[src/hw/tmr_pkg.sv]
// Shared constants of the timer/event counter: register map and field codes
package tmr_pkg;
	localparam logic [7:0] OFS_MODE    = 8'h00;
	localparam logic [7:0] OFS_PRESC   = 8'h04;
	localparam logic [7:0] OFS_CAPCTL  = 8'h08;
	localparam logic [7:0] OFS_OUTCTL  = 8'h0c;
	localparam logic [7:0] OFS_COUNT   = 8'h10;
	localparam logic [7:0] OFS_CCA     = 8'h14;
	localparam logic [7:0] OFS_CCB     = 8'h18;
	localparam int         MODE_POS    = 2;
	localparam int         TOGSEL_POS  = 1;
	localparam int         CLKSEL_POS  = 0;
	localparam int         EDGEA_POS   = 4;
	localparam int         EDGEB_POS   = 6;
	localparam int         CAPA_POS    = 0;
	localparam int         PHASE_POS   = 1;
	localparam int         CAPB_POS    = 2;
	localparam int         OUTEN_POS   = 0;
	localparam int         OUTMATCH_POS = 1;
	localparam logic [1:0] MODE_STOP   = 2'b00;
	localparam logic [1:0] MODE_FREE   = 2'b01;
	localparam logic [1:0] MODE_EDGECLR = 2'b10;
	localparam logic [1:0] MODE_MATCHCLR = 2'b11;
	localparam logic [1:0] EDGE_FALL   = 2'b00;
	localparam logic [1:0] EDGE_RISE   = 2'b01;
	localparam logic [1:0] EDGE_BOTH   = 2'b11;
	localparam logic [2:0] CLKSEL_EVT  = 3'b110;
	localparam logic [1:0] CLKSEL_EVT_LO = 2'b11;
	localparam logic [2:0] CLKSEL_RST  = 3'b000;
	localparam logic [1:0] EDGE_RST    = 2'b00;
	localparam logic [1:0] MODE_RST    = 2'b00;
	localparam int         SAMPLE_DIV  = 4;
endpackage : tmr_pkg

[src/hw/edge_if.sv]
// Interface between the timer core and one input edge filter
`timescale 1ns/10ps
interface edge_if;
	logic       sample_tick;
	logic       raw;
	logic [1:0] sel;
	logic       valid_edge;
	logic       opposite_edge;
	modport filt (input sample_tick, raw, sel, output valid_edge, opposite_edge);
	modport user (output sample_tick, raw, sel, input valid_edge, opposite_edge);
endinterface : edge_if

[src/hw/edge_filter.sv]
// Two-sample noise filter and edge selector for one event input
`timescale 1ns/10ps
module edge_filter
	import tmr_pkg::*;
(
	input  wire logic hclk,
	input  wire logic hresetn,
	edge_if.filt      port
);
	logic samp_ff;
	logic level_ff;
	logic valid_ff;
	logic opp_ff;
	logic accept;
	logic rise;
	logic fall;

	// A new level counts only after two equal samples in a row
	assign accept = port.sample_tick && (port.raw == samp_ff) &&
	                (port.raw != level_ff);
	assign rise   = accept && port.raw;
	assign fall   = accept && !port.raw;

	always_ff @(posedge hclk or negedge hresetn) begin
		if (!hresetn) begin
			samp_ff  <= 1'b0;
			level_ff <= 1'b0;
		end else begin
			if (port.sample_tick) begin
				samp_ff <= port.raw;
			end
			if (accept) begin
				level_ff <= port.raw;
			end
		end
	end

	// Setting 10 yields no edge at all
	always_ff @(posedge hclk or negedge hresetn) begin
		if (!hresetn) begin
			valid_ff <= 1'b0;
			opp_ff   <= 1'b0;
		end else begin
			case (port.sel)
				EDGE_FALL: begin
					valid_ff <= fall;
					opp_ff   <= rise;
				end
				EDGE_RISE: begin
					valid_ff <= rise;
					opp_ff   <= fall;
				end
				EDGE_BOTH: begin
					valid_ff <= accept;
					opp_ff   <= accept;
				end
				default: begin
					valid_ff <= 1'b0;
					opp_ff   <= 1'b0;
				end
			endcase
		end
	end

	assign port.valid_edge    = valid_ff;
	assign port.opposite_edge = opp_ff;
endmodule : edge_filter

[src/hw/timer_event_counter.sv]
// Timer/event counter core with AHB-Lite register slave
// What this block does
// - Square wave toggles every M+1 count clocks, frequency 1/(2(M+1)).
// - Compare B match raises interrupt B even if unused; software masks it.
// - Clock select low bits 11 and mode 11 count event A edges.
// - First match after M+2 edges, later ones after M+1 edges.
// - Input A edge valid only after two equal consecutive samples.
// - Edge select: 00 falling, 01 rising, 11 both, 10 prohibited.
// - Mode 00 stops counting and clears the counter.
// - Reading the count register returns the current count.
// - Mode 10 counts up; valid edge A clears; otherwise wraps.
// - Mode 10 counts at once without waiting for an edge.
// - Compare registers in mode 10 raise interrupt A or B on match.
// - Capture A on edge B or opposite edge A; only edge B raises interrupt A.
// - Capture B on edge A raises interrupt B and clears the counter.
// - Toggle select chooses match-only or match plus edge A inversion.
// - Phase select set: opposite edge A capture gives no interrupt A.
// - Mode 11 clears counter on compare A match and raises interrupt A.
// - Output control 03H inverts output on each compare A match.
// - Mode 10 compare matches raise interrupts without clearing.
`timescale 1ns/10ps
module timer_event_counter #(
	parameter int W         = 16,
	parameter int SAMP_DIV  = tmr_pkg::SAMPLE_DIV
) (
	input  wire logic          hclk,
	input  wire logic          hresetn,
	input  wire logic          hsel,
	input  wire logic [31:0]   haddr,
	input  wire logic [1:0]    htrans,
	input  wire logic          hwrite,
	input  wire logic [2:0]    hsize,
	input  wire logic [31:0]   hwdata,
	input  wire logic          hready,
	output logic      [31:0]   hrdata,
	output logic               hreadyout,
	output logic               hresp,
	input  wire logic          event_input_a,
	input  wire logic          event_input_b,
	output logic               timer_output,
	output logic               match_irq_a,
	output logic               match_irq_b
);
	import tmr_pkg::*;

	localparam logic [W-1:0] CNT_ONE  = W'(1);
	localparam logic [W-1:0] CNT_ZERO = '0;

	edge_if ea ();
	edge_if eb ();

	logic [1:0]   mode_ff;
	logic         toggle_sel_ff;
	logic [2:0]   clk_sel_ff;
	logic [1:0]   edge_a_sel_ff;
	logic [1:0]   edge_b_sel_ff;
	logic         cap_a_en_ff;
	logic         phase_sel_ff;
	logic         cap_b_en_ff;
	logic         out_en_ff;
	logic         out_match_ff;
	logic [W-1:0] count_ff;
	logic [W-1:0] nxt_count;
	logic [W-1:0] cca_ff;
	logic [W-1:0] ccb_ff;
	logic         started_ff;
	logic         timer_output_ff;
	logic         match_irq_a_ff;
	logic         match_irq_b_ff;
	logic [4:0]   div_ff;
	logic [7:0]   samp_div_ff;
	logic         wr_pend_ff;
	logic [7:0]   addr_ff;
	logic [31:0]  hrdata_ff;
	logic [31:0]  rd_mux;
	logic         access;
	logic         event_clk;
	logic         tick;
	logic         running;
	logic         edge_mode;
	logic         adv;
	logic         first;
	logic         cmp_a;
	logic         cmp_b;
	logic         clear_edge;
	logic         cap_a_trig;
	logic         irq_a_cap;
	logic         cap_b_trig;
	logic         tog;
	logic         rd_count;

	function automatic logic [4:0] tick_mask(input logic [2:0] sel);
		logic [4:0] m;
		m = 5'h00;
		if (sel < 3'h6) begin
			m = 5'((6'h01 << sel) - 6'h01);
		end
		return m;
	endfunction : tick_mask

	// Input sampling clock as a strobe; both filters share it
	always_ff @(posedge hclk or negedge hresetn) begin
		if (!hresetn) begin
			samp_div_ff <= 8'h00;
		end else if (samp_div_ff == 8'(SAMP_DIV - 1)) begin
			samp_div_ff <= 8'h00;
		end else begin
			samp_div_ff <= samp_div_ff + 8'h01;
		end
	end

	assign ea.sample_tick = (samp_div_ff == 8'(SAMP_DIV - 1));
	assign ea.raw         = event_input_a;
	assign ea.sel         = edge_a_sel_ff;
	assign eb.sample_tick = (samp_div_ff == 8'(SAMP_DIV - 1));
	assign eb.raw         = event_input_b;
	assign eb.sel         = edge_b_sel_ff;

	edge_filter u_filt_a (
		.hclk    (hclk),
		.hresetn (hresetn),
		.port    (ea.filt)
	);

	edge_filter u_filt_b (
		.hclk    (hclk),
		.hresetn (hresetn),
		.port    (eb.filt)
	);

	always_ff @(posedge hclk or negedge hresetn) begin
		if (!hresetn) begin
			div_ff <= 5'h00;
		end else begin
			div_ff <= div_ff + 5'h01;
		end
	end

	assign event_clk  = (clk_sel_ff[1:0] == CLKSEL_EVT_LO) ||
	                    (clk_sel_ff == CLKSEL_EVT);
	assign tick       = event_clk ? ea.valid_edge :
	                    ((div_ff & tick_mask(clk_sel_ff)) ==
	                     tick_mask(clk_sel_ff));
	assign running    = (mode_ff != MODE_STOP);
	assign edge_mode  = (mode_ff == MODE_EDGECLR);
	assign adv        = running && tick;
	// The start edge only arms the counter, hence the extra edge first time
	assign first      = (mode_ff == MODE_MATCHCLR) && !started_ff;
	assign cmp_a      = adv && !first && !(edge_mode && cap_a_en_ff) &&
	                    (count_ff == cca_ff);
	assign cmp_b      = adv && !first && !(edge_mode && cap_b_en_ff) &&
	                    (count_ff == ccb_ff);
	assign clear_edge = edge_mode && ea.valid_edge;
	assign cap_a_trig = edge_mode && cap_a_en_ff &&
	                    (phase_sel_ff ? ea.opposite_edge : eb.valid_edge);
	assign irq_a_cap  = edge_mode && cap_a_en_ff && eb.valid_edge;
	assign cap_b_trig = edge_mode && cap_b_en_ff && ea.valid_edge;

	always_comb begin
		nxt_count = count_ff;
		if (!running) begin
			nxt_count = CNT_ZERO;
		end else if (clear_edge) begin
			nxt_count = CNT_ZERO;
		end else if (adv) begin
			if (first) begin
				nxt_count = CNT_ZERO;
			end else if (cmp_a && mode_ff == MODE_MATCHCLR) begin
				nxt_count = CNT_ZERO;
			end else begin
				nxt_count = count_ff + CNT_ONE;
			end
		end
	end

	always_ff @(posedge hclk or negedge hresetn) begin
		if (!hresetn) begin
			count_ff   <= CNT_ZERO;
			started_ff <= 1'b0;
		end else begin
			count_ff   <= nxt_count;
			started_ff <= running && (started_ff || adv);
		end
	end

	always_ff @(posedge hclk or negedge hresetn) begin
		if (!hresetn) begin
			match_irq_a_ff <= 1'b0;
			match_irq_b_ff <= 1'b0;
		end else begin
			match_irq_a_ff <= cmp_a || irq_a_cap;
			match_irq_b_ff <= cmp_b || cap_b_trig;
		end
	end

	// Compare B only steers the output outside the match-clear mode
	assign tog = (out_match_ff && (cmp_a ||
	              (cmp_b && mode_ff != MODE_MATCHCLR))) ||
	             (clear_edge && toggle_sel_ff);

	always_ff @(posedge hclk or negedge hresetn) begin
		if (!hresetn) begin
			timer_output_ff <= 1'b0;
		end else if (!out_en_ff) begin
			timer_output_ff <= 1'b0;
		end else if (tog) begin
			timer_output_ff <= !timer_output_ff;
		end
	end

	// Bus slave: no wait states, so the address phase is always accepted
	assign access   = hsel && htrans[1] && hready;
	assign rd_count = access && !hwrite && (haddr[7:0] == OFS_COUNT);

	always_comb begin
		rd_mux = 32'h00000000;
		case (haddr[7:0])
			OFS_MODE: begin
				rd_mux[MODE_POS +: 2] = mode_ff;
				rd_mux[TOGSEL_POS]    = toggle_sel_ff;
			end
			OFS_PRESC: begin
				rd_mux[CLKSEL_POS +: 3] = clk_sel_ff;
				rd_mux[EDGEA_POS +: 2]  = edge_a_sel_ff;
				rd_mux[EDGEB_POS +: 2]  = edge_b_sel_ff;
			end
			OFS_CAPCTL: begin
				rd_mux[CAPA_POS]  = cap_a_en_ff;
				rd_mux[PHASE_POS] = phase_sel_ff;
				rd_mux[CAPB_POS]  = cap_b_en_ff;
			end
			OFS_OUTCTL: begin
				rd_mux[OUTEN_POS]    = out_en_ff;
				rd_mux[OUTMATCH_POS] = out_match_ff;
			end
			OFS_COUNT: rd_mux[W-1:0] = count_ff;
			OFS_CCA:   rd_mux[W-1:0] = cca_ff;
			OFS_CCB:   rd_mux[W-1:0] = ccb_ff;
			default:   rd_mux = 32'h00000000;
		endcase
	end

	always_ff @(posedge hclk or negedge hresetn) begin
		if (!hresetn) begin
			wr_pend_ff <= 1'b0;
			addr_ff    <= 8'h00;
			hrdata_ff  <= 32'h00000000;
		end else begin
			wr_pend_ff <= access && hwrite;
			addr_ff    <= haddr[7:0];
			if (access && !hwrite) begin
				hrdata_ff <= rd_mux;
			end
		end
	end

	always_ff @(posedge hclk or negedge hresetn) begin
		if (!hresetn) begin
			mode_ff       <= MODE_RST;
			toggle_sel_ff <= 1'b0;
			clk_sel_ff    <= CLKSEL_RST;
			edge_a_sel_ff <= EDGE_RST;
			edge_b_sel_ff <= EDGE_RST;
			cap_a_en_ff   <= 1'b0;
			phase_sel_ff  <= 1'b0;
			cap_b_en_ff   <= 1'b0;
			out_en_ff     <= 1'b0;
			out_match_ff  <= 1'b0;
		end else if (wr_pend_ff) begin
			case (addr_ff)
				OFS_MODE: begin
					mode_ff       <= hwdata[MODE_POS +: 2];
					toggle_sel_ff <= hwdata[TOGSEL_POS];
				end
				OFS_PRESC: begin
					clk_sel_ff    <= hwdata[CLKSEL_POS +: 3];
					edge_a_sel_ff <= hwdata[EDGEA_POS +: 2];
					edge_b_sel_ff <= hwdata[EDGEB_POS +: 2];
				end
				OFS_CAPCTL: begin
					cap_a_en_ff  <= hwdata[CAPA_POS];
					phase_sel_ff <= hwdata[PHASE_POS];
					cap_b_en_ff  <= hwdata[CAPB_POS];
				end
				OFS_OUTCTL: begin
					out_en_ff    <= hwdata[OUTEN_POS];
					out_match_ff <= hwdata[OUTMATCH_POS];
				end
				default: begin
				end
			endcase
		end
	end

	// A capture beats a software write landing in the same cycle
	always_ff @(posedge hclk or negedge hresetn) begin
		if (!hresetn) begin
			cca_ff <= CNT_ZERO;
			ccb_ff <= CNT_ZERO;
		end else begin
			if (cap_a_trig) begin
				cca_ff <= count_ff;
			end else if (wr_pend_ff && addr_ff == OFS_CCA) begin
				cca_ff <= hwdata[W-1:0];
			end
			if (cap_b_trig) begin
				ccb_ff <= count_ff;
			end else if (wr_pend_ff && addr_ff == OFS_CCB) begin
				ccb_ff <= hwdata[W-1:0];
			end
		end
	end

	assign hrdata       = hrdata_ff;
	assign hreadyout    = 1'b1;
	assign hresp        = 1'b0;
	assign timer_output = timer_output_ff;
	assign match_irq_a  = match_irq_a_ff;
	assign match_irq_b  = match_irq_b_ff;
endmodule : timer_event_counter

[config.mk]
export PLATFORM = sky130hd
export DESIGN_NAME = timer_event_counter
export DESIGN_NICKNAME = d
export VERILOG_FILES = /design/src/hw/tmr_pkg.sv /design/src/hw/edge_if.sv /design/src/hw/edge_filter.sv /design/src/hw/timer_event_counter.sv
export SDC_FILE = /design/constraint.sdc
export NUM_CORES = 1
export LEC_CHECK = 0
export BUFFER_PORTS_ARGS = -buffer_cell sky130_fd_sc_hd__buf_2
export CORE_MARGIN = 2
export CORE_UTILIZATION = 45
export CTS_CLUSTER_DIAMETER = 60
export DETAILED_ROUTE_END_ITERATION = 7
export GPL_TIMING_DRIVEN = 0
export MAX_ROUTING_LAYER = met4
export PLACE_DENSITY_LB_ADDON = 0.1
export SLEW_MARGIN = 0
export SYNTH_ARGS = -nofsm -noshare
export SYNTH_HDL_FRONTEND = slang
export SYNTH_SLANG_ARGS = --single-unit
[constraint.sdc]
create_clock -name hclk -period 2.7 [get_ports hclk]
set_input_delay 0.54 -clock hclk [delete_from_list [all_inputs] [get_ports hclk]]
set_output_delay 0.54 -clock hclk [all_outputs]
set_load 0.02 [all_outputs]
=== Word-level counts from Yosys, hierarchy flattened ===
Cells that the tools add are included.

* Input bits: 76
* Output and inout port bits: 37
* Register bits: 112

* $lt $le $gt $ge: 1
* Reduce and logical (&&, ||, !) cells: 57
* Multiplexer cells: 24
* Bitwise logic cells: 1
* Equality and inequality tests: 30
* Add/subtract/negate cells: 4
* Shifts and indexed selects: 1

{| class="wikitable"
|+ Operators with widths
! cell !! count
|-
| $mux 16 || 9
|-
| $eq 8x5->1 const B || 5
|-
| $eq 16x16->1 || 2
|-
| $eq 8x4->1 const B || 4
|-
| $logic_and 1x1->1 || 32
|-
| $pmux 8 s3 || 1
|-
| $add 16x1->16 const B || 1
|-
| $eq 8x3->1 const B || 2
|-
| $logic_not 8->1 || 2
|-
| $pmux 4 s4 || 1
|-
| $pmux 1 s6 || 2
|-
| $eq 2x2->1 const B || 5
|-
| $pmux 1 s3 || 3
|-
| $add 8x1->8 const B || 1
|-
| $eq 8x2->1 const B || 1
|-
| $logic_not 1->1 || 8
|-
| $mux 8 || 1
|-
| $reduce_and 2->1 || 4
|-
| $pmux 1 s7 || 1
|-
| $logic_or 1x1->1 || 6
|-
| $reduce_bool 2->1 || 3
|-
| $add 5x1->5 const B || 1
|-
| $and 5x5->5 || 1
|-
| $eq 5x5->1 || 1
|-
| 14 further kinds || 21
|}

=== Logic depth before layout (Yosys ltp) ===
Gate-level depths: netlist of the first run.

* Word-level depth: 16
* Gate-level depth with buffers: 11

=== Modules after synthesis ===
A second synthesis of the first run with hierarchy kept.

* Cell total of the unflattened synthesis: 620
* Area, all modules: 6110.9 sq um

{| class="wikitable"
|+ Modules (own cells, without submodules)
! module !! instances !! area an instance (sq um) !! seq. area each (sq um) !! cells an instance
|-
| timer_event_counter || 1 || 5723.0 || 2627.5 || 584
|-
| edge_filter || 2 || 193.9 || 100.1 || 18
|}

=== Worst setup path before layout of the first run ===
Ideal clock, no wire load.

* Kind: reg2reg
* Start point: reg clk_sel_ff[1]
* End point: reg count_ff[14]
* Clock period less this slack: 2317 ps
* Required time: 2574 ps
* Path slack: 383 ps
* Cell stages (with the launch flop): 8
* Arrival: 2191 ps
* Path buffers: 1
* Path through: dfrtp_1 > buf_2 > or3_1 > ha_1 > o32a_2 > a21oi_2 > nor2_2 > a221o_1

* Longest elaborated chain between the ends: 16
* Elaborated cells on any way between the ends: 21
* Classes of those cells: 1 x add/sub; 1 x order compare; 4 x eq/ne; 1 x shift; 7 x mux; 1 x bitwise; 6 x reduce/logical

{| class="wikitable"
|+ Ends and longest elaborated chain
! what !! RTL line !! text
|-
| start, declared || timer_event_counter.sv:54 || <nowiki>logic [2:0] clk_sel_ff;</nowiki>
|-
| start signal, assigned || timer_event_counter.sv:276 || <nowiki>clk_sel_ff <= hwdata[CLKSEL_POS +: 3];</nowiki>
|-
| $shl 1x3->5 || timer_event_counter.sv:96 || <nowiki>m = 5'((6'h01 << sel) - 6'h01);</nowiki>
|-
| $sub 5x1->5 || timer_event_counter.sv:96 ||
|-
| $mux 5 || timer_event_counter.sv:95 || <nowiki>if (sel < 3'h6) begin</nowiki>
|-
| $and 5x5->5 || timer_event_counter.sv:142 || <nowiki>((div_ff & tick_mask(clk_sel_ff)) ==</nowiki>
|-
| $eq 5x5->1 || timer_event_counter.sv:142 ||
|-
| $mux 1 (*) || timer_event_counter.sv:141 || <nowiki>assign tick = event_clk ? ea.valid_edge :</nowiki>
|-
| $logic_and 1x1->1 (*) || timer_event_counter.sv:146 || <nowiki>assign adv = running && tick;</nowiki>
|-
| $logic_and 1x1->1 (3 in a row) || timer_event_counter.sv:149 || <nowiki>assign cmp_a = adv && !first && !(edge_mode && cap_a_en_ff) &&</nowiki>
|-
| $logic_and 1x1->1 || timer_event_counter.sv:168 || <nowiki>end else if (cmp_a && mode_ff == MODE_MATCHCLR) begin</nowiki>
|-
| $mux 16 || timer_event_counter.sv:168 ||
|-
| $mux 16 || timer_event_counter.sv:166 || <nowiki>if (first) begin</nowiki>
|-
| $mux 16 || timer_event_counter.sv:165 || <nowiki>end else if (adv) begin</nowiki>
|-
| $mux 16 || timer_event_counter.sv:163 || <nowiki>end else if (clear_edge) begin</nowiki>
|-
| $mux 16 || timer_event_counter.sv:161 || <nowiki>if (!running) begin</nowiki>
|-
| end signal, assigned || timer_event_counter.sv:181 || <nowiki>count_ff <= nxt_count;</nowiki>
|-
| end, declared || timer_event_counter.sv:62 || <nowiki>logic [W-1:0] count_ff;</nowiki>
|}

Every way passes the cells marked *; elsewhere a longest branch is shown, timed or not. The select of a mux whose other input is x is not followed.
A chain may end at the register's enable or synchronous reset.

=== Worst setup path after layout of the first run ===
* Start point: reg clk_sel_ff[1]
* End point: reg count_ff[12]

Same word-level chain as after synthesis.

==> flow_summary.rst, run 1 <==
.. list-table::
   :header-rows: 1

   * - Metric
     - Value
   * - Run status
     - completed
   * - Number of antenna violations at the first check in global routing
     - 0
   * - Clock tree root buffer cell
     - sky130_fd_sc_hd__clkbuf_16
   * - Largest driver fanout on the critical path
     - 10
   * - Number of nets in the layout
     - 789
   * - Depth of the CTS H-tree
     - 3
   * - Max Transition Viols Final
     - 0
   * - Routed wirelength normalized by instance count
     - 18.0 microns
   * - Standby leakage power
     - 3.21 nW
   * - CP arrival
     - 2790 ps
   * - Crit. End Element
     - flip-flop
   * - Number of buffers inserted during clock tree synthesis
     - 9
   * - Final Wtd Congestion
     - 0.916
   * - Ports
     - 113
   * - Buffers added on ports
     - 50
   * - DRT iter0 DRCs
     - 354
   * - Post-Synthesis Cell Area
     - 6230 sq um
   * - DP Worst Slack
     - 3.45 ps
   * - Most frequent cells in the layout
     - 112 x sky130_fd_sc_hd__dfrtp_1, 64 x sky130_fd_sc_hd__nand2_1, 59 x sky130_fd_sc_hd__buf_2, 47 x sky130_fd_sc_hd__nor2_1, 44 x sky130_fd_sc_hd__mux2i_1
   * - Most common cell after layout, fill and taps aside
     - sky130_fd_sc_hd__dfrtp_1
   * - Hold buffer count at CTS
     - 0
   * - Unrepaired setup endpoints after global routing
     - false
   * - WP data required
     - 2940 ps
   * - Maximum root-to-sink buffer count
     - 2
   * - Number of standard cells after synthesis
     - 630
   * - Clock sink total
     - 112
   * - Critical path class
     - reg -> reg
   * - Initial core utilization
     - 46.5%
   * - Global-route wire length before repair
     - 25700 microns
   * - Time the worst path needs with I/O delays and setup
     - 2550 ps
   * - Final core area utilization
     - 53.1%
   * - Worst hold margin
     - 60.3 ps
   * - DR pass1 iterations
     - 5
   * - Final total power
     - 3.28 mW
   * - Global-route usage over all layers
     - 23.3%
   * - Startpoint Class
     - flip-flop
   * - Remaining number of nets flagged by the antenna check after routing
     - 0
   * - Grt total ovfl
     - 0
   * - Worst slew margin relative to its limit
     - 49.7%
   * - Routed Wire Length
     - 16000 microns
   * - Std-Cell Core Area
     - 13400 sq um
   * - Vias in the first global route
     - 4779
   * - Clk_skew
     - 7.21 ps
   * - TritonCTS clock tree
     - done
   * - Yosys warning total
     - 0
   * - Ratio of final minimum period to clock period
     - 94.6%
   * - Maximum ir drop on the vdd rail
     - 0.000259 V
   * - Post-synth ARST share
     - 100%
   * - Mean instance size in the synthesized netlist
     - 9.88 sq um
   * - Maximum clock frequency
     - 392 MHz
   * - Crit path setup slack, layout
     - 146 ps
   * - Clock transition at the registers of the reported paths
     - 80 ps
   * - Number of synthesized register bits
     - 112
   * - Routed length on met3
     - 678 microns
   * - Sequential-to-total area share from yosys stat
     - 45.0%
   * - Detailed placer's ending HPWL
     - 11900 microns
   * - Number of rows in the core area
     - 42
   * - Power density over the cells
     - 461 nW/um^2
   * - Area of the die
     - 14800 sq um
   * - Slew at the pin closest to its max-slew limit
     - 753 ps
   * - Maximum number of pins on one net before global-route repair
     - 80
   * - Area growth syn-to-layout
     - 14.3%
   * - Share of final-layout standard cells stronger than drive strength 1
     - 19.9%
   * - Main flop type after synthesis
     - sky130_fd_sc_hd__dfrtp_1
   * - Vias/cell
     - 5.55
   * - Number of diodes
     - 0
   * - Post-synth EDFFs
     - 0
   * - Total count of hold-check failures in the final report
     - 0
   * - DRC violations left
     - 0
   * - Type of the worst min-delay path
     - in -> async
   * - Post-synth cell types
     - 74
   * - Routed vias
     - 4938
   * - Y dimension of the die
     - 122 microns
   * - Final setup violating endpoints
     - 0
   * - Met1 layer wirelength in the final routing
     - 7490 microns
   * - Horizontal die dimension
     - 122 microns
   * - Met2 layer wire length in the routed design
     - 7500 microns
   * - Worst-Skew Late Latency
     - 360 ps
   * - Number of maximum-capacitance constraint violations
     - 0
   * - Uppermost layer routed
     - met4
[cells by family (layout without fill, tap and decap cells)]
kind of cell | count (synthesis) | in the layout | share of synthesized area (%)
and+or+nand+nor | 202 | 202 | 16.4
AOI/OAI and AO/OA | 134 | 134 | 14.6
DFF | 112 | 112 | 45.0
buffers and inverters | 70 | 138 | 6.23
muxes | 62 | 62 | 10.5
xor gates and xnor gates | 44 | 44 | 6.31
adders and majority gates | 4 | 4 | 0.804
other | 2 | 18 | 0.121
[path summary, 6_finish.rpt]
path / startpoint / end / slack (ps) / depth (start not counted)
max: clk_sel_ff[1]$_DFFE_PN0P_ / count_ff[12]$_DFFE_PN0P_ / 150 / 9
min: hresetn / hrdata[15]$_DFFE_PN0P_ / 60 / 1
max reg2reg: clk_sel_ff[1]$_DFFE_PN0P_ / count_ff[12]$_DFFE_PN0P_ / 150 / 9
min reg2reg: div_ff[0]$_DFF_PN0_ / div_ff[0]$_DFF_PN0_ / 470 / 1
max in group asynchronous: hresetn / u_filt_b.samp_ff$_DFFE_PN0N_ / 1940 / 2
min in group hclk: haddr[7] / addr_ff[7]$_DFF_PN0_ / 300 / 1
[synthesized netlist by cell type (2+ instances only)]
library cell | number | area share [%]
sky130_fd_sc_hd__buf_4 | 22 | 2.7
sky130_fd_sc_hd__inv_1 | 10 | 0.60
sky130_fd_sc_hd__a221oi_1 | 3 | 0.42
sky130_fd_sc_hd__a221o_1 | 3 | 0.48
sky130_fd_sc_hd__ha_1 | 4 | 0.80
sky130_fd_sc_hd__nor2b_1 | 3 | 0.30
sky130_fd_sc_hd__and4_1 | 3 | 0.42
sky130_fd_sc_hd__o21ai_0 | 39 | 3.1
sky130_fd_sc_hd__dfrtp_1 | 112 | 45
sky130_fd_sc_hd__a22o_1 | 8 | 1.1
sky130_fd_sc_hd__mux2_2 | 17 | 3.1
sky130_fd_sc_hd__a32oi_1 | 2 | 0.28
sky130_fd_sc_hd__o21ai_1 | 7 | 0.56
sky130_fd_sc_hd__a21oi_1 | 31 | 2.5
sky130_fd_sc_hd__and2_1 | 4 | 0.40
sky130_fd_sc_hd__nor3_1 | 8 | 0.64
sky130_fd_sc_hd__nand4_1 | 5 | 0.50
sky130_fd_sc_hd__xnor2_1 | 25 | 3.5
sky130_fd_sc_hd__o211ai_1 | 2 | 0.24
sky130_fd_sc_hd__a211oi_1 | 2 | 0.24
sky130_fd_sc_hd__a222oi_1 | 4 | 0.64
sky130_fd_sc_hd__buf_2 | 10 | 0.80
sky130_fd_sc_hd__conb_1 | 2 | 0.12
sky130_fd_sc_hd__nor3b_1 | 4 | 0.48
sky130_fd_sc_hd__nor2_1 | 47 | 2.8
sky130_fd_sc_hd__a31oi_1 | 6 | 0.60
sky130_fd_sc_hd__and3_1 | 8 | 0.80
sky130_fd_sc_hd__o2bb2ai_1 | 5 | 0.70
sky130_fd_sc_hd__xor2_1 | 18 | 2.5
sky130_fd_sc_hd__mux2i_1 | 44 | 7.1
sky130_fd_sc_hd__clkbuf_1 | 23 | 1.4
sky130_fd_sc_hd__nand2b_1 | 8 | 0.80
sky130_fd_sc_hd__or3_1 | 3 | 0.30
sky130_fd_sc_hd__nor2_2 | 2 | 0.20
sky130_fd_sc_hd__a22oi_1 | 3 | 0.36
sky130_fd_sc_hd__buf_6 | 4 | 0.72
sky130_fd_sc_hd__nand3_1 | 23 | 1.8
sky130_fd_sc_hd__nand4b_1 | 4 | 0.56
sky130_fd_sc_hd__nand2_1 | 64 | 3.9
sky130_fd_sc_hd__nor4_1 | 4 | 0.40
[critical path, stage by stage, from the launching register on]
cell	delay, ps
sky130_fd_sc_hd__dfrtp_1	360
sky130_fd_sc_hd__buf_2	170
sky130_fd_sc_hd__or3_1	410
sky130_fd_sc_hd__ha_1	310
sky130_fd_sc_hd__nor2_1	90
sky130_fd_sc_hd__a21oi_1	50
sky130_fd_sc_hd__o32a_2	260
sky130_fd_sc_hd__a21oi_4	320
sky130_fd_sc_hd__nor2_2	150
sky130_fd_sc_hd__a221o_1	320
[report_power, final]
group	switching, mW	total (mW)	internal, mW
sequential	0.0216	1.72	1.70
clock	0.633	1.29	0.659
combinational	0.163	0.264	0.101
[layer usage]
layer	vias to the layer above	track usage, %
li1	2350	-
met1	2433	31.6
met2	136	36.8
met3	19	2.67
met4	0	7.47
met5	-	-
[area by class of cell]
class,instances,area (sq um)
multi-input cells,464,3130
plain buffers,60,350
clock inverters,5,41.3
repair buffers,52,292
fillers,1266,6280
flip-flops and latches,112,2800
clock buffers,11,243
well taps,176,220
inverters,10,37.5
[state kept, by name (all words and copies together), names as in the netlist, 2 cells and up]
register,count
eb.sel,2
clk_sel_ff,3
mode_ff,2
ea.sel,2
samp_div_ff,8
cca_ff,16
hrdata,16
div_ff,5
count_ff,16
ccb_ff,16
addr_ff,8
[repair_timing]
action / 4_1_cts / 5_1_grt
setup endpoints to repair: 2 / 7
buffers inserted: 1 / 0
pin swaps: 1 / 1
resized for setup: 2 / 3
gates cloned: 0 / 0
[through the flow]
step / TNS (ps) / instance area (sq um) / std cells
finish: 0 / 7120 / 890
detailed placement: 0 / 6790 / 873
global placement: -29100 / 6760 / 872
CTS: 0 / 7100 / 890
global route: 0 / 7120 / 890
floorplan: 0 / 6290 / 646
Power figures use the tool's default switching activity.
==> run 2: changes to the inputs <==
--- a/config.mk
+++ b/config.mk
@@ -16,4 +16,5 @@
 export SLEW_MARGIN = 0
 export SYNTH_ARGS = -nofsm -noshare
 export SYNTH_HDL_FRONTEND = slang
+export SYNTH_HIERARCHICAL = 1
 export SYNTH_SLANG_ARGS = --single-unit
==> run 2 against run 1 <==
- core utilization is 0.24 points higher
- design area is 1.1% lower
- clock-buffer cell count is 1 lower
- sequential share of layout area is 0.45 points higher
- via count is 0.67% higher
- die area is 2.5% lower
- critical path depth is 1 higher
- critical endpoint is now count_ff[11]$_DFFE_PN0P_
- largest cell class unchanged
- highest routed layer unchanged
==> flow_summary.rst, run 2 <==
.. list-table::
   :header-rows: 1

   * - Metric
     - Value
   * - Run status
     - completed
   * - Number of rows in the core area
     - 42
   * - Area growth syn-to-layout
     - 16.1%
   * - Slew at the pin closest to its max-slew limit
     - 878 ps
   * - Remaining number of nets flagged by the antenna check after routing
     - 0
   * - Number of diodes
     - 0
   * - Maximum clock frequency
     - 389 MHz
   * - Maximum number of pins on one net before global-route repair
     - 63
   * - Final-layout setup total negative slack
     - 0 ps
   * - Post-Synthesis Cell Area
     - 6060 sq um
   * - Mean instance size in the synthesized netlist
     - 9.84 sq um
   * - Number of buffers inserted during clock tree synthesis
     - 9
   * - Standby leakage power
     - 3.25 nW
   * - R2R Path End
     - count_ff[11]$_DFFE_PN0P_
   * - Met2 layer wire length in the routed design
     - 7670 microns
   * - Detailed placer's ending HPWL
     - 11600 microns
   * - DRC violations left
     - 0
   * - Number of antenna violations at the first check in global routing
     - 0
   * - Fill count
     - 1221
   * - DRT iter0 DRCs
     - 450
   * - Buffers added on ports
     - 50
   * - Initial core utilization
     - 46.0%
   * - Final Wtd Congestion
     - 0.896
   * - Critical path endpoint
     - count_ff[11]$_DFFE_PN0P_
   * - Routed length on met3
     - 877 microns
   * - Met1 layer wirelength in the final routing
     - 6920 microns
   * - Worst setup path startpoint
     - clk_sel_ff[1]$_DFFE_PN0P_
   * - Vias in the first global route
     - 4854
   * - Crit path setup slack, layout
     - 131 ps
   * - Largest driver fanout on the critical path
     - 10
   * - Clock tree root buffer cell
     - sky130_fd_sc_hd__clkbuf_16
   * - Most common cell after layout, fill and taps aside
     - sky130_fd_sc_hd__dfrtp_1
   * - Count of cells along the worst register-to-register path
     - 10
   * - Maximum root-to-sink buffer count
     - 2
   * - Routed vias
     - 4971
   * - Type of the worst min-delay path
     - in -> async
   * - Uppermost layer routed
     - met4
   * - Total count of hold-check failures in the final report
     - 0
   * - Worst slew margin relative to its limit
     - 40.9%
   * - Routed Wire Length
     - 15800 microns
   * - DR pass1 iterations
     - 6
   * - TritonCTS clock tree
     - done
   * - Number of maximum-capacitance constraint violations
     - 0
   * - WP data required
     - 2950 ps
   * - Crit. End Element
     - flip-flop
   * - Unrepaired setup endpoints after global routing
     - true
   * - Routed wirelength normalized by instance count
     - 18.0 microns
   * - Final total power
     - 3.60 mW
   * - Number of standard cells after synthesis
     - 616
   * - Clock transition at the registers of the reported paths
     - 80 ps
   * - Share of final-layout standard cells stronger than drive strength 1
     - 20.4%
   * - Horizontal die dimension
     - 120 microns
   * - Final core area utilization
     - 53.3%
   * - CP arrival
     - 2820 ps
   * - Clock sink total
     - 112
   * - Depth of the CTS H-tree
     - 3
   * - Maximum ir drop on the vdd rail
     - 0.000324 V
   * - Cell area after placement
     - 6640 sq um
   * - Time the worst path needs with I/O delays and setup
     - 2570 ps
   * - Worst-Skew Late Latency
     - 360 ps
   * - Final setup violating endpoints
     - 0
   * - Cell area after layout
     - 7040 sq um
   * - Area of the die
     - 14400 sq um
   * - Yosys warning total
     - 6
   * - Grt total ovfl
     - 0
   * - Startpoint Class
     - flip-flop
   * - Power density over the cells
     - 511 nW/um^2
   * - Vias/cell
     - 5.66
   * - Ratio of final minimum period to clock period
     - 95.1%
   * - Ports
     - 113
   * - Most frequent cells in the layout
     - 112 x sky130_fd_sc_hd__dfrtp_1, 63 x sky130_fd_sc_hd__nand2_1, 62 x sky130_fd_sc_hd__buf_2, 44 x sky130_fd_sc_hd__nor2_1, 35 x sky130_fd_sc_hd__mux2i_1
   * - Global-route usage over all layers
     - 23.6%
   * - Clk_skew
     - 9.91 ps
   * - Number of nets in the layout
     - 778
   * - Critical path class
     - reg -> reg
   * - Y dimension of the die
     - 120 microns
   * - Worst r2r src
     - clk_sel_ff[1]$_DFFE_PN0P_
   * - Slack of the worst reg-to-reg path
     - 130 ps
   * - Global-route wire length before repair
     - 25300 microns
   * - Max Transition Viols Final
     - 0
   * - Std-Cell Core Area
     - 13200 sq um
   * - DP Worst Slack
     - -266 ps
run 2: timing repair:
action	in CTS	in global routing
setup endpoints to repair	19	33
setup buffers	0	4
hold buffers	0	0
resized for setup	7	7
endpoints found under the hold margin	0	0
pin swaps	0	2
run 2: worst min-delay path by stage:
stage                                     start               endpoint
final                                   hresetn    div_ff[3]$_DFF_PN0_
after global routing                    hresetn    div_ff[3]$_DFF_PN0_
after CTS                               hresetn    div_ff[3]$_DFF_PN0_
after detailed placement  hrdata[5]$_DFFE_PN0P_  hrdata[5]$_DFFE_PN0P_
after global placement      div_ff[0]$_DFF_PN0_    div_ff[0]$_DFF_PN0_
after floorplan                         hresetn   addr_ff[0]$_DFF_PN0_
run 2: through the flow:
| stage | instances | hold slack [ps] |
|---|---|---|
| after floorplan | 632 | 244 |
| after global placement | 858 | 457 |
| after detailed placement | 860 | 465 |
| after CTS | 875 | 238 |
| after global routing | 878 | 277 |
| final | 878 | 213 |
run 2: routing by layer:
layer | vias to the layer above | GRT usage, %
met5 | - | -
met4 | 0 | 9.63
met3 | 17 | 4.33
met2 | 143 | 36.5
met1 | 2471 | 30.8
li1 | 2340 | -
run 2: worst max-delay path, stage by stage, from the launching register on:
cell	delay, ps
sky130_fd_sc_hd__dfrtp_1	360
sky130_fd_sc_hd__buf_2	160
sky130_fd_sc_hd__or3_1	400
sky130_fd_sc_hd__ha_1	290
sky130_fd_sc_hd__nor2_1	30
sky130_fd_sc_hd__a21oi_1	130
sky130_fd_sc_hd__a21o_1	160
sky130_fd_sc_hd__nand4_1	130
sky130_fd_sc_hd__o211a_2	230
sky130_fd_sc_hd__clkbuf_4	220
sky130_fd_sc_hd__a221o_1	350
run 2: final cells by class:
class	instances	area, sq um	area share, %
multi-input combinational	452	3010	42.8
tap	176	220	3.13
timing repair buffer	56	318	4.52
clock inverter	5	63.8	0.907
clock buffer	10	239	3.40
inverter	10	37.5	0.534
sequential	112	2800	39.8
buffer	57	343	4.87
run 2: report_power, final:
group | internal, mW | switching, mW | total [mW]
registers | 1.73 | 0.0308 | 1.76
logic | 0.175 | 0.278 | 0.453
clock network | 0.749 | 0.640 | 1.39
total | 2.65 | 0.949 | 3.60
